**src/rtl/ctbs_pkg.sv**
```systemverilog
package ctbs_pkg;
	////////////////////////////////////////////////////////////////////////
	// register map
	localparam logic [7:0] ADDR_CTRL_STATUS = 8'h00;
	localparam logic [7:0] ADDR_TIME_BASE = 8'h08;
	localparam logic [7:0] ADDR_DEC_BASE = 8'h10;
	localparam logic [7:0] ADDR_DEC_STRIDE = 8'h08;
	localparam int NUM_THREADS = 4;
	localparam int DEC_WIDTH = 56;
	////////////////////////////////////////////////////////////////////////
	// control/status field positions
	localparam int F_MODE_NATIVE = 0;
	localparam int F_OSC_16 = 1;
	localparam int F_SYNC_SEL_LO = 2;
	localparam int F_LOAD_CMD = 4;
	localparam int F_CLEAR_CMD = 5;
	localparam int F_TIMEOUT_LO = 16;
	localparam int F_RUNNING = 32;
	localparam int F_WAIT_SYNC = 33;
	localparam int F_ERR_PARITY = 34;
	localparam int F_ERR_STEP_COUNT = 35;
	localparam int F_ERR_MISSING = 36;
	localparam int F_ERR_SEQUENCE = 37;
	localparam int F_ERR_STATE = 38;
	////////////////////////////////////////////////////////////////////////
	// reset values
	localparam logic RST_MODE_NATIVE = 1'h1;
	localparam logic RST_OSC_16 = 1'h0;
	localparam logic [1:0] RST_SYNC_SEL = 2'h1; // 2 us, tb bit 53
	localparam logic [15:0] RST_TIMEOUT = 16'h0100;
	////////////////////////////////////////////////////////////////////////
	// timing
	localparam int CLOCK_MHZ = 20;
	localparam int FAST_MHZ = 500;
	// low-bit increments per core clock
	localparam logic [4:0] LOW_INC = 5'(FAST_MHZ / CLOCK_MHZ);
	localparam logic [8:0] STEPS_PER_US = 9'h020; // 32 MHz step
	////////////////////////////////////////////////////////////////////////
	// sequencer states
	typedef enum logic [3:0] {
		ST_IDLE = 4'h1,
		ST_WAIT_SYNC = 4'h2,
		ST_RUN = 4'h4,
		ST_ERROR = 4'h8
	} ctbs_state_e;
	////////////////////////////////////////////////////////////////////////
	// expected steps per sync interval
	function automatic logic [8:0] steps_expected(input logic [1:0] sel);
		steps_expected = STEPS_PER_US << sel;
	endfunction : steps_expected

	// saturating add on the low four bits
	function automatic logic [3:0] low_sat_add(input logic [3:0] val);
		logic [5:0] sum; // room for 15 plus the increment, no wrap
		sum = {2'h0, val} + {1'h0, LOW_INC};
		low_sat_add = (sum > 6'h0f) ? 4'hf : sum[3:0];
	endfunction : low_sat_add
endpackage : ctbs_pkg

```
**src/rtl/ctbs_step_gen.sv**
```systemverilog
`timescale 1ns/100ps
// turns oscillator and sync pins into one-cycle events
module ctbs_step_gen (
	// clock and reset
	input wire logic clock,
	input wire logic rst_b,
	// pins
	input wire logic tod_osc,
	input wire logic tod_sync,
	// mode
	input wire logic osc_16,
	// events
	output logic step,
	output logic sync_evt
);
	logic [1:0] osc_sync_reg; // two-flop synchroniser
	logic [1:0] syn_sync_reg; // two-flop synchroniser
	logic osc_prev_reg; // previous settled level
	logic syn_prev_reg; // previous settled level

	////////////////////////////////////////////////////////////////////////
	// synchronise and remember levels
	always_ff @(posedge clock or negedge rst_b) begin
		if (!rst_b) begin
			osc_sync_reg <= 2'h0;
			syn_sync_reg <= 2'h0;
			osc_prev_reg <= 1'h0;
			syn_prev_reg <= 1'h0;
		end else begin
			osc_sync_reg <= {osc_sync_reg[0], tod_osc};
			syn_sync_reg <= {syn_sync_reg[0], tod_sync};
			osc_prev_reg <= osc_sync_reg[1];
			syn_prev_reg <= syn_sync_reg[1];
		end
	end

	////////////////////////////////////////////////////////////////////////
	// slow oscillator steps on both edges, fast one on rising only
	always_comb begin
		if (osc_16) begin
			step = osc_sync_reg[1] ^ osc_prev_reg;
		end else begin
			step = osc_sync_reg[1] & ~osc_prev_reg;
		end
		sync_evt = syn_sync_reg[1] & ~syn_prev_reg;
	end
endmodule : ctbs_step_gen

```
**src/rtl/ctbs_decr.sv**
```systemverilog
`timescale 1ns/100ps
// one per-thread decrementer
module ctbs_decr (
	// clock and reset
	input wire logic clock,
	input wire logic rst_b,
	// software load
	input wire logic load,
	input wire logic [55:0] load_val,
	// time base tick
	input wire logic tick,
	// state
	output logic [55:0] value,
	output logic expired
);
	logic [55:0] value_reg; // counter

	////////////////////////////////////////////////////////////////////////
	// load wins over tick
	always_ff @(posedge clock or negedge rst_b) begin
		if (!rst_b) begin
			value_reg <= 56'h0;
		end else if (load) begin
			value_reg <= load_val;
		end else if (tick) begin
			value_reg <= value_reg - 56'h1;
		end
	end

	// sign bit marks expiry
	assign value = value_reg;
	assign expired = value_reg[55];
endmodule : ctbs_decr

```
**src/rtl/ctbs_core.sv**
```systemverilog
// Local design decisions: the strobed register port and the register offsets.
`timescale 1ns/100ps
// core time base with chip time synchronisation
module ctbs_core (
	// clock and reset
	input wire logic clock,
	input wire logic rst_b,
	// register port
	input wire logic [7:0] addr,
	input wire logic [63:0] wdata,
	input wire logic wr,
	input wire logic rd,
	output logic [63:0] rdata,
	// privilege of the accessing thread
	input wire logic hyp_state,
	// chip time link pins
	input wire logic tod_osc,
	input wire logic tod_sync,
	input wire logic [59:0] chip_time_of_day,
	// outputs
	output logic [63:0] core_time_base,
	output logic priv_int,
	output logic hmi,
	output logic [3:0] dec_expired
);
	////////////////////////////////////////////////////////////////////////
	// declarations
	ctbs_pkg::ctbs_state_e state_reg; // sequencer
	ctbs_pkg::ctbs_state_e state_next;
	logic [63:0] tb_reg; // time base
	logic [63:0] tb_next;
	logic tb_par_reg; // stored parity of time base
	logic mode_native_reg; // control fields
	logic osc_16_reg;
	logic [1:0] sync_sel_reg;
	logic [15:0] timeout_reg;
	logic ctrl_par_reg; // stored parity of control fields
	logic err_par_reg, err_cnt_reg, err_miss_reg, err_seq_reg;
	logic [15:0] miss_cnt_reg; // cycles since last step
	logic [8:0] step_cnt_reg; // steps since last sync
	logic [8:0] cnt_now;
	logic [59:0] tod_s1_reg, tod_s2_reg; // chip time synchroniser
	logic step, sync_evt;
	logic cs_hit, tb_hit, cs_wr, tb_wr, cs_trap;
	logic ctrl_change, load_cmd, clear_cmd;
	logic set_par, set_cnt, set_miss, set_seq, err_any;
	logic [20:0] ctrl_bits;
	logic [63:0] status_word;
	localparam int NUM_T = ctbs_pkg::NUM_THREADS;
	logic [NUM_T-1:0] dec_load;
	logic [55:0] dec_val [NUM_T];

	////////////////////////////////////////////////////////////////////////
	// event sources
	ctbs_step_gen u_step (
		.clock(clock),
		.rst_b(rst_b),
		.tod_osc(tod_osc),
		.tod_sync(tod_sync),
		.osc_16(osc_16_reg),
		.step(step),
		.sync_evt(sync_evt)
	);

	// chip time passes two flops before use
	always_ff @(posedge clock or negedge rst_b) begin
		if (!rst_b) begin
			tod_s1_reg <= 60'h0;
			tod_s2_reg <= 60'h0;
		end else begin
			tod_s1_reg <= chip_time_of_day;
			tod_s2_reg <= tod_s1_reg;
		end
	end

	////////////////////////////////////////////////////////////////////////
	// address decode and access qualification
	always_comb begin
		cs_hit = 1'h0;
		tb_hit = 1'h0;
		if (addr == ctbs_pkg::ADDR_CTRL_STATUS) begin
			cs_hit = 1'h1;
		end else if (addr == ctbs_pkg::ADDR_TIME_BASE) begin
			tb_hit = 1'h1;
		end
	end
	assign cs_trap = cs_hit & (wr | rd) & ~hyp_state;
	assign cs_wr = cs_hit & wr & hyp_state;
	assign tb_wr = tb_hit & wr;
	assign load_cmd = cs_wr & wdata[ctbs_pkg::F_LOAD_CMD];
	assign clear_cmd = cs_wr & wdata[ctbs_pkg::F_CLEAR_CMD];
	assign ctrl_change = cs_wr & (
		wdata[ctbs_pkg::F_MODE_NATIVE] != mode_native_reg ||
		wdata[ctbs_pkg::F_OSC_16] != osc_16_reg ||
		wdata[ctbs_pkg::F_SYNC_SEL_LO +: 2] != sync_sel_reg);
	assign ctrl_bits = {timeout_reg, sync_sel_reg, osc_16_reg,
		mode_native_reg, ctrl_par_reg};

	////////////////////////////////////////////////////////////////////////
	// error detection
	assign cnt_now = step_cnt_reg + {8'h0, step};
	always_comb begin
		set_par = (^tb_reg != tb_par_reg) || (^ctrl_bits);
		set_cnt = (state_reg == ctbs_pkg::ST_RUN) && sync_evt &&
			cnt_now != ctbs_pkg::steps_expected(sync_sel_reg);
		set_miss = (state_reg == ctbs_pkg::ST_RUN) &&
			miss_cnt_reg > timeout_reg;
		set_seq = (state_reg != ctbs_pkg::ST_IDLE) &&
			(tb_wr || ctrl_change ||
			(load_cmd && state_reg != ctbs_pkg::ST_ERROR));
		err_any = set_par | set_cnt | set_miss | set_seq;
	end

	////////////////////////////////////////////////////////////////////////
	// sequencer
	always_comb begin
		state_next = state_reg;
		case (state_reg)
			ctbs_pkg::ST_IDLE: begin
				if (err_any) begin
					state_next = ctbs_pkg::ST_ERROR;
				end else if (load_cmd) begin
					state_next = ctbs_pkg::ST_WAIT_SYNC;
				end
			end
			ctbs_pkg::ST_WAIT_SYNC: begin
				if (err_any) begin
					state_next = ctbs_pkg::ST_ERROR;
				end else if (sync_evt) begin
					state_next = ctbs_pkg::ST_RUN;
				end
			end
			ctbs_pkg::ST_RUN: begin
				if (err_any) begin
					state_next = ctbs_pkg::ST_ERROR;
				end
			end
			ctbs_pkg::ST_ERROR: begin
				if (clear_cmd) begin
					state_next = ctbs_pkg::ST_IDLE;
				end
			end
			default: begin
				state_next = ctbs_pkg::ST_ERROR;
			end
		endcase
	end

	always_ff @(posedge clock or negedge rst_b) begin
		if (!rst_b) begin
			state_reg <= ctbs_pkg::ST_IDLE;
		end else begin
			state_reg <= state_next;
		end
	end

	////////////////////////////////////////////////////////////////////////
	// time base next value
	always_comb begin
		tb_next = tb_reg;
		if (state_reg == ctbs_pkg::ST_IDLE && tb_wr) begin
			tb_next = wdata; // load while idle only
		end else if (state_reg == ctbs_pkg::ST_WAIT_SYNC && sync_evt &&
			!err_any) begin
			tb_next = {tod_s2_reg, 4'h0};
		end else if (state_reg == ctbs_pkg::ST_RUN && !err_any) begin
			if (step) begin
				tb_next = {tb_reg[63:4] + 60'h1, 4'h0};
			end else if (mode_native_reg) begin
				tb_next[3:0] = ctbs_pkg::low_sat_add(tb_reg[3:0]);
			end
		end
	end

	// time base and its parity, frozen in error
	always_ff @(posedge clock or negedge rst_b) begin
		if (!rst_b) begin
			tb_reg <= 64'h0;
			tb_par_reg <= 1'h0;
		end else begin
			tb_reg <= tb_next;
			tb_par_reg <= ^tb_next;
		end
	end
	assign core_time_base = tb_reg;

	////////////////////////////////////////////////////////////////////////
	// control fields, writable only while idle; status is not written
	always_ff @(posedge clock or negedge rst_b) begin
		if (!rst_b) begin
			mode_native_reg <= ctbs_pkg::RST_MODE_NATIVE;
			osc_16_reg <= ctbs_pkg::RST_OSC_16;
			sync_sel_reg <= ctbs_pkg::RST_SYNC_SEL;
			timeout_reg <= ctbs_pkg::RST_TIMEOUT;
			ctrl_par_reg <= ^{ctbs_pkg::RST_TIMEOUT, ctbs_pkg::RST_SYNC_SEL,
				ctbs_pkg::RST_OSC_16, ctbs_pkg::RST_MODE_NATIVE};
		end else if (cs_wr && state_reg == ctbs_pkg::ST_IDLE) begin
			mode_native_reg <= wdata[ctbs_pkg::F_MODE_NATIVE];
			osc_16_reg <= wdata[ctbs_pkg::F_OSC_16];
			sync_sel_reg <= wdata[ctbs_pkg::F_SYNC_SEL_LO +: 2];
			timeout_reg <= wdata[ctbs_pkg::F_TIMEOUT_LO +: 16];
			ctrl_par_reg <= ^wdata[ctbs_pkg::F_TIMEOUT_LO +: 16] ^
				(^wdata[3:0]) ^ 1'h0; // covers fields above
		end
	end

	////////////////////////////////////////////////////////////////////////
	// sticky causes; a set beats a clear in the same cycle
	always_ff @(posedge clock or negedge rst_b) begin
		if (!rst_b) begin
			err_par_reg <= 1'h0;
			err_cnt_reg <= 1'h0;
			err_miss_reg <= 1'h0;
			err_seq_reg <= 1'h0;
		end else begin
			err_par_reg <= (err_par_reg & ~clear_cmd) | set_par;
			err_cnt_reg <= (err_cnt_reg & ~clear_cmd) | set_cnt;
			err_miss_reg <= (err_miss_reg & ~clear_cmd) | set_miss;
			err_seq_reg <= (err_seq_reg & ~clear_cmd) | set_seq;
		end
	end

	////////////////////////////////////////////////////////////////////////
	// step and missing-step counters
	always_ff @(posedge clock or negedge rst_b) begin
		if (!rst_b) begin
			miss_cnt_reg <= 16'h0;
			step_cnt_reg <= 9'h0;
		end else begin
			if (step || state_reg != ctbs_pkg::ST_RUN) begin
				miss_cnt_reg <= 16'h0;
			end else if (miss_cnt_reg != 16'hffff) begin
				miss_cnt_reg <= miss_cnt_reg + 16'h1;
			end
			if (sync_evt || state_reg != ctbs_pkg::ST_RUN) begin
				step_cnt_reg <= 9'h0;
			end else if (step && step_cnt_reg != 9'h1ff) begin
				step_cnt_reg <= step_cnt_reg + 9'h1;
			end
		end
	end

	////////////////////////////////////////////////////////////////////////
	// interrupts as one-cycle pulses
	always_ff @(posedge clock or negedge rst_b) begin
		if (!rst_b) begin
			priv_int <= 1'h0;
			hmi <= 1'h0;
		end else begin
			priv_int <= cs_trap;
			hmi <= (state_reg != ctbs_pkg::ST_ERROR) &&
				(state_next == ctbs_pkg::ST_ERROR);
		end
	end

	////////////////////////////////////////////////////////////////////////
	// per-thread decrementers tick on each step while running
	genvar t;
	generate
		for (t = 0; t < NUM_T; t++) begin : g_dec
			assign dec_load[t] = wr && addr == 8'(ctbs_pkg::ADDR_DEC_BASE +
				ctbs_pkg::ADDR_DEC_STRIDE * t);
			ctbs_decr u_dec (
				.clock(clock),
				.rst_b(rst_b),
				.load(dec_load[t]),
				.load_val(wdata[55:0]),
				.tick(step && state_reg == ctbs_pkg::ST_RUN),
				.value(dec_val[t]),
				.expired(dec_expired[t])
			);
		end
	endgenerate

	////////////////////////////////////////////////////////////////////////
	// read data, one cycle after the strobe
	always_comb begin
		status_word = 64'h0;
		status_word[ctbs_pkg::F_MODE_NATIVE] = mode_native_reg;
		status_word[ctbs_pkg::F_OSC_16] = osc_16_reg;
		status_word[ctbs_pkg::F_SYNC_SEL_LO +: 2] = sync_sel_reg;
		status_word[ctbs_pkg::F_TIMEOUT_LO +: 16] = timeout_reg;
		status_word[ctbs_pkg::F_RUNNING] = state_reg == ctbs_pkg::ST_RUN;
		status_word[ctbs_pkg::F_WAIT_SYNC] =
			state_reg == ctbs_pkg::ST_WAIT_SYNC;
		status_word[ctbs_pkg::F_ERR_PARITY] = err_par_reg;
		status_word[ctbs_pkg::F_ERR_STEP_COUNT] = err_cnt_reg;
		status_word[ctbs_pkg::F_ERR_MISSING] = err_miss_reg;
		status_word[ctbs_pkg::F_ERR_SEQUENCE] = err_seq_reg;
		status_word[ctbs_pkg::F_ERR_STATE] = state_reg == ctbs_pkg::ST_ERROR;
	end

	always_ff @(posedge clock or negedge rst_b) begin
		if (!rst_b) begin
			rdata <= 64'h0;
		end else if (!rd) begin
			rdata <= 64'h0;
		end else if (cs_hit) begin
			rdata <= hyp_state ? status_word : 64'h0;
		end else if (tb_hit) begin
			rdata <= tb_reg;
		end else begin
			rdata <= 64'h0;
			for (int i = 0; i < NUM_T; i++) begin
				if (addr == 8'(ctbs_pkg::ADDR_DEC_BASE +
					ctbs_pkg::ADDR_DEC_STRIDE * i)) begin
					rdata <= {8'h0, dec_val[i]};
				end
			end
		end
	end
endmodule : ctbs_core

```
**config.mk**
```make
export PLATFORM = sky130hd
export DESIGN_NAME = ctbs_core
export DESIGN_NICKNAME = d
export VERILOG_FILES = /design/src/rtl/ctbs_pkg.sv /design/src/rtl/ctbs_step_gen.sv /design/src/rtl/ctbs_decr.sv /design/src/rtl/ctbs_core.sv
export SDC_FILE = /design/constraint.sdc
export NUM_CORES = 1
export LEC_CHECK = 0
export ABC_AREA = 1
export BUFFER_PORTS_ARGS = -buffer_cell sky130_fd_sc_hd__buf_4
export CAP_MARGIN = 20
export CORE_MARGIN = 2
export CORE_UTILIZATION = 25
export DETAILED_ROUTE_END_ITERATION = 12
export PLACE_DENSITY_LB_ADDON = 0.25
export SYNTH_ARGS = -nofsm -noshare
export SYNTH_HDL_FRONTEND = slang
export SYNTH_HIERARCHICAL = 1
export SYNTH_SLANG_ARGS = --single-unit
```
**constraint.sdc**
```tcl
create_clock -name clock -period 5.1 [get_ports clock]
set_clock_uncertainty 0.15 [all_clocks]
set_input_delay 0.51 -clock clock [delete_from_list [all_inputs] [get_ports clock]]
set_output_delay 0.51 -clock clock [all_outputs]
set_load 0.02 [all_outputs]
```
Word-level counts from Yosys, hierarchy flattened
Index checks and enable logic that the tools add are counted.
{"block": "op_classes", "add_sub_neg": 9, "magnitude_cmp": 2, "eq_ne": 20, "n_shift": 1, "muxes": 38, "bitwise": 28, "n_reduce_logical": 37}
{"cell": "$mux 64", "count": 9}
{"cell": "$mux 56", "count": 9}
{"cell": "$sub 56x1->56 const B", "count": 4}
{"cell": "$reduce_xor 64->1", "count": 2}
{"cell": "$add 60x1->60 const B", "count": 1}
{"cell": "$mux 60", "count": 1}
{"cell": "$mux 39", "count": 1}
{"cell": "$mux 4", "count": 9}
{"cell": "$mux 16", "count": 2}
{"cell": "$reduce_xor 21->1", "count": 1}
{"cell": "$mux 9", "count": 2}
{"cell": "$logic_and 1x1->1", "count": 17}
{"cell": "$add 16x1->16 const B", "count": 1}
{"cell": "$eq 8x5->1 const B", "count": 2}
{"cell": "$eq 8x6->1 const B", "count": 2}
{"cell": "$gt 16x16->1", "count": 1}
{"cell": "$ne 16x16->1 const B", "count": 1}
{"cell": "$pmux 4 s4", "count": 1}
{"cell": "$reduce_xor 16->1", "count": 1}
{"cell": "$and 1x1->1", "count": 14}
{"cell": "$reduce_bool 2->1", "count": 6}
{"cell": "$add 9x1->9", "count": 1}
{"cell": "$add 9x1->9 const B", "count": 1}
{"cell": "$ne 9x9->1", "count": 1}
{"cell": "other kinds (22)", "count": 45}
{"block": "word_totals", "register_bits": 535, "input_bits": 139, "out_inout_bits": 134, "word_cells": 162}

Depth between registers and ports, before layout
{"block": "depth", "ltp_word": 15, "depth_mapped": 37}

Modules after synthesis
Netlist, hierarchy kept.
{"mod": "ctbs_core", "instances": 1, "cells_each": 2846, "area_each_um2": 20050.5, "seq_area_each_um2": 7638.6}
{"mod": "ctbs_decr", "instances": 4, "cells_each": 615, "area_each_um2": 4067.7, "seq_area_each_um2": 1401.3}
{"mod": "ctbs_step_gen", "instances": 1, "cells_each": 15, "area_each_um2": 192.7, "seq_area_each_um2": 150.1}

Worst setup path before layout
Ideal clock, no wire load.
{"block": "synth_path", "path_type": "register to register", "from": "reg u_step.osc_sync_reg[1]", "to": "reg tb_par_reg", "arrival_time_ps": 3535, "required_time_ps": 4833, "setup_slack_ps": 1297, "stages_incl_launch_ff": 32, "synth_period_minus_slack_ps": 3803, "path_cell_list": "dfrtp_1 > ha_1 > inv_1 > nand2_1 > nand2_1 > ha_1 > ha_1 > nand3_2 > o21ai_1 > nand2_1 > o21ai_0 > nand4_1 > a21oi_4 > nand3_4 > buf_6 > buf_4 > nand3_1 > nand2_1 > o21ai_1 > nand2_1 > nand2_1 > nand2_1 > nand2_1 > nand2_1 > nand2_1 > nand2_1 > nand2_1 > inv_2 > nand2_1 > nand2_1 > nand3_1 > nand2_1"}
{"block": "synth_between", "elab_chain_len": 14, "elab_cells_between_ends": 18}
{"element": "start, declared", "line_no": "ctbs_step_gen.sv:16", "source": "logic [1:0] osc_sync_reg;"}
{"element": "start signal, assigned", "line_no": "ctbs_step_gen.sv:30", "source": "osc_sync_reg <= {osc_sync_reg[0], tod_osc};"}
{"element": "$and 1x1->1 / $xor 1x1->1 (equally long branches)", "line_no": "ctbs_step_gen.sv:43, ctbs_step_gen.sv:41"}
{"element": "$mux 1 (*)", "line_no": "ctbs_step_gen.sv:40", "source": "if (osc_16) begin"}
{"element": "net step", "line_no": "ctbs_core.sv:43", "source": "logic step, sync_evt;"}
{"element": "$add 9x1->9", "line_no": "ctbs_core.sv:101", "source": "assign cnt_now = step_cnt_reg + {8'h0, step};"}
{"element": "$ne 9x9->1", "line_no": "ctbs_core.sv:105", "source": "cnt_now != ctbs_pkg::steps_expected(sync_sel_reg);"}
{"element": "$logic_and 1x1->1", "line_no": "ctbs_core.sv:104", "source": "set_cnt = (state_reg == ctbs_pkg::ST_RUN) && sync_evt &&"}
{"element": "$or 1x1->1 (3 in series)", "line_no": "ctbs_core.sv:111", "source": "err_any = set_par | set_cnt | set_miss | set_seq;"}
{"element": "$logic_not 1->1", "line_no": "ctbs_core.sv:164, ctbs_core.sv:166"}
{"element": "$logic_and 1x1->1", "line_no": "ctbs_core.sv:166", "source": "end else if (state_reg == ctbs_pkg::ST_RUN && !err_any) begin"}
{"element": "$mux 64", "line_no": "ctbs_core.sv:166"}
{"element": "$mux 64 (*)", "line_no": "ctbs_core.sv:163", "source": "end else if (state_reg == ctbs_pkg::ST_WAIT_SYNC && sync_evt &&"}
{"element": "$mux 64 (*)", "line_no": "ctbs_core.sv:161", "source": "if (state_reg == ctbs_pkg::ST_IDLE && tb_wr) begin"}
{"element": "$reduce_xor 64->1 (*)", "line_no": "ctbs_core.sv:182", "source": "tb_par_reg <= ^tb_next;"}
{"element": "end signal, assigned", "line_no": "ctbs_core.sv:182"}
{"element": "end, declared", "line_no": "ctbs_core.sv:32", "source": "logic tb_par_reg;"}
The timed path passes the listed nets; every way through them passes the cells marked *.
A chain may end at the register's enable or synchronous reset.

Worst setup path after layout
{"block": "layout_path", "from": "reg u_step.osc_sync_reg[1]", "to": "reg tb_par_reg"}
{"block": "layout_between", "elab_chain_len": 14, "elab_cells_between_ends": 18}
{"element": "$and 1x1->1 / $xor 1x1->1 (equally long branches)", "line_no": "ctbs_step_gen.sv:43, ctbs_step_gen.sv:41"}
{"element": "$mux 1 (*)", "line_no": "ctbs_step_gen.sv:40"}
{"element": "net step", "line_no": "ctbs_core.sv:43"}
{"element": "$add 9x1->9", "line_no": "ctbs_core.sv:101"}
{"element": "$ne 9x9->1", "line_no": "ctbs_core.sv:105"}
{"element": "$logic_and 1x1->1", "line_no": "ctbs_core.sv:104"}
{"element": "$or 1x1->1 (3 in series)", "line_no": "ctbs_core.sv:111"}
{"element": "$logic_not 1->1", "line_no": "ctbs_core.sv:164, ctbs_core.sv:166"}
{"element": "$logic_and 1x1->1", "line_no": "ctbs_core.sv:166"}
{"element": "$mux 64", "line_no": "ctbs_core.sv:166"}
{"element": "$mux 64 (*)", "line_no": "ctbs_core.sv:163"}
{"element": "$mux 64 (*)", "line_no": "ctbs_core.sv:161"}
{"element": "net tb_next[12]", "line_no": "ctbs_core.sv:31", "source": "logic [63:0] tb_next;"}
{"element": "$reduce_xor 64->1 (*)", "line_no": "ctbs_core.sv:182"}
Marks and branches as above.

==> results by group <==
Route
  – Via Count: 39400
  – Routed Antenna Nets: 0
  – DR iter-0 viols: 4759
  – Drt drc: 0
  – Final wirelength: 188000 µm
  – Drt first pass iters: 6
  – WL/cell: 24.5 µm
  – DR vias/cell: 5.14

Timing
  – Final period utilization: 90.5%
  – Final slew viol count: 0
  – Setup repair after global routing missed its margin: false
  – Relative slew slack: 27.5%
  – Post-route minimum period: 4.61 ns
  – F_max: 217 MHz
  – Setup_tns: 0 ns
  – Finish-stage setup viols: 0
  – Fin. Hold Viols: 0
  – Worst Tran Pin Value: 1.08 ns

Die
  – Core outline area: 145000 µm²
  – Site Rows: 140
  – Die Ht: 386 µm
  – Die extent in x: 386 µm
  – Ports: 273
  – Die ar.: 149000 µm²
  – Starting Density: 25.1%

Run
  – Max-Cap Viols: 0

Synth
  – Async SR Flop Fraction: 100%
  – Post-synth EDFFs: 0
  – Main area contributors after synthesis: dfrtp_1 (36%), nand2_1 (17%), nor2_1 (6.9%)
  – Cells after Synth: 5321
  – Leading area contributor after synthesis: dfrtp_1
  – Synthesized area per cell: 6.86 µm²
  – Main synth FF type: dfrtp_1
  – Syn nets: 5517
  – Synth warn: 6
  – Number of synthesized register bits: 535
  – Cell area after synthesis: 36500 µm²
  – Count of cell types in the netlist: 57
  – Post-synth top area share: 36.3%
  – Sequential element share of the synthesized area: 36.7%

Place
  – GPL Wtd Cong: 0.982
  – Port bufs: 272
  – Post-DP HPWL: 147000 µm

Min path
  – Hold Crit Class: input pin to flip-flop
  – Hold Startpoint: wdata[42]
  – Hold EP: g_dec[3].u_dec/value[42]
  – Worst hold stages: 3

CTS
  – Root Buffer: clkbuf_16
  – # clock sinks: 535
  – CTS tree: yes
  – Reg clk slew, reported paths: 0.06 ns
  – H-Tree Level Count: 3
  – CTS Buf Count: 70
  – CTS max path bufs: 3
  – Worst skew pair latency: 0.69 ns

Pwr
  – VDD IR max: 199 µV
  – Pwr Total: 12.0 mW
  – Lkg Pwr: 22.0 nW
  – PwrDens: 270 nW/µm²

Worst setup path
  – CP most frequent cell: nand2_1
  – R2r endpoint: tb_par_reg
  – Crit-path slowest cell: dfrtp_1
  – CP Buf/Inv Count: 4
  – Critical path endpoint category: flip-flop
  – Worst-case reg-to-reg path depth: 33
  – R2R Path Start: u_step/osc_sync_reg[1]
  – Critical path type: flip-flop to flip-flop
  – Data arrival, critical path: 5.03 ns
  – CP delay by family, top: simple AND/OR/NAND/NOR gates
  – Crit path launch type: flip-flop
  – CP Max Fanout: 15
  – Critical path required time: 5.51 ns
  – Highest cell delay on the worst timing path: 0.38 ns
  – Worst reg2reg setup slack: 0.49 ns

Global route
  – Global-route usage over all layers: 24.6%
  – Initial antenna violation count: 9
  – First-pass GRT wire length: 265000 µm
  – Pin count of the biggest net entering global routing: 127
  – Total congestion overflow: 0
  – Vias in the first global route: 36000

Finish
  – Max FFs per register: 224
  – Ratio of cells with drive above 1 in the final layout: 12.8%
  – Post-layout util: 30.7%
  – Area growth, synth to finish: 22.2%
  – Sequential cell area: 13400 µm²
  – Fin nets: 5889
  – FILL cells: 15800
  – Multi-input logic area: 20400 µm²

Outcome
  – Outcome: finished, final reports clean
-- stage by stage --
| step | setup WS, ns | hold WS [ns] | cell area, µm² | instances |
|---|---|---|---|---|
| after floorplan | 1.30 | 0.0644 | 36500 | 5321 |
| after global placement | 0.503 | 0.184 | 41400 | 7466 |
| after detailed placement | 0.535 | 0.185 | 41400 | 7466 |
| after CTS | 0.498 | 0.00157 | 44600 | 7664 |
| after global routing | 0.00490 | 0.0559 | 44600 | 7665 |
| final | 0.486 | 0.0665 | 44600 | 7670 |
-- cell usage after synthesis (all sizes together), types with 62 or more instances --
cell and count:
nand2 1726, buf 70, xor2 131, nand4 84, dfrtp 530, clkbuf 115
a211oi 62, a21oi 187, inv 521, a22oi 189, nand3 391, nor2 729
o21ai 275
-- cell usage in the layout (no fill, tap or decap), types with 71 or more instances in the layout --
cell type / n
nand4_1: 84
xor2_1: 131
dlygate4sd3_1: 71
a22oi_1: 189
clkbuf_16: 71
nand2_1: 1691
a21oi_1: 154
nand3_1: 382
nor2_1: 659
buf_4: 401
o21ai_1: 80
inv_1: 482
dfrtp_1: 530
o21ai_0: 184
-- worst max-delay path by stage --
stage                     cells after the start                   start          to
after floorplan                              31  u_step/osc_sync_reg[1]  tb_par_reg
after global placement                       34  u_step/osc_sync_reg[1]  tb_par_reg
after detailed placement                     35  u_step/osc_sync_reg[1]  tb_par_reg
after CTS                                    35  u_step/osc_sync_reg[1]  tb_par_reg
after global routing                         33  u_step/osc_sync_reg[1]  tb_par_reg
final                                        33  u_step/osc_sync_reg[1]  tb_par_reg
-- metal layers --
layer	vias to the layer above	global-route usage [%]	share of wire, %
met5	-	0	0.014
met4	4	8.99	3.8
met3	280	4.54	8.6
met2	1875	36.1	42
met1	19100	35.7	45
li1	18200	-	-
-- cell families (layout without fill, tap and decap cells) --
logic type / count (synthesis) / after routing / share of synthesized area (%)
AOI/OAI and AO/OA: 819 / 819 / 14.4
buffers and inverters: 707 / 1134 / 7.72
and+or+nand+nor: 3030 / 3030 / 35.1
other: 0 / 5 / 0
DFF: 535 / 535 / 36.7
xor gates and xnor gates: 173 / 173 / 4.15
adders and majority gates: 57 / 57 / 1.95
-- worst reg2reg max path, delay by kind of cell (launching register included) --
kind | cells | cell delay (ns)
compound gates | 2 | 0.57
fa+ha+maj | 3 | 0.68
buf+inv | 4 | 0.61
flops | 1 | 0.38
simple gates | 24 | 2.11
-- area by class of cell --
cell class / count / share of cell area (%)
multi-input cells: 4079 / 45.7
inverters: 522 / 4.41
diodes: 5 / 0.0280
flip-flops and latches: 535 / 30.0
well taps: 1917 / 5.37
clock inverters: 33 / 1.19
clock buffers: 94 / 4.42
repair buffers: 485 / 8.89
-- timing repair --
action                     in CTS  in global routing
hold buffers                   71                  0
setup buffers                   0                  1
resized for setup               0                  5
setup endpoints to repair       0                  1
hold endpoints to repair      130                  0
-- report_power, final --
group / internal (mW) / switching (mW) / total (mW)
registers: 4.38 / 0.204 / 4.59
logic: 0.565 / 1.36 / 1.93
clock network: 3.31 / 2.21 / 5.52
total: 8.26 / 3.77 / 12.0
(Power assumes the default switching activity.)
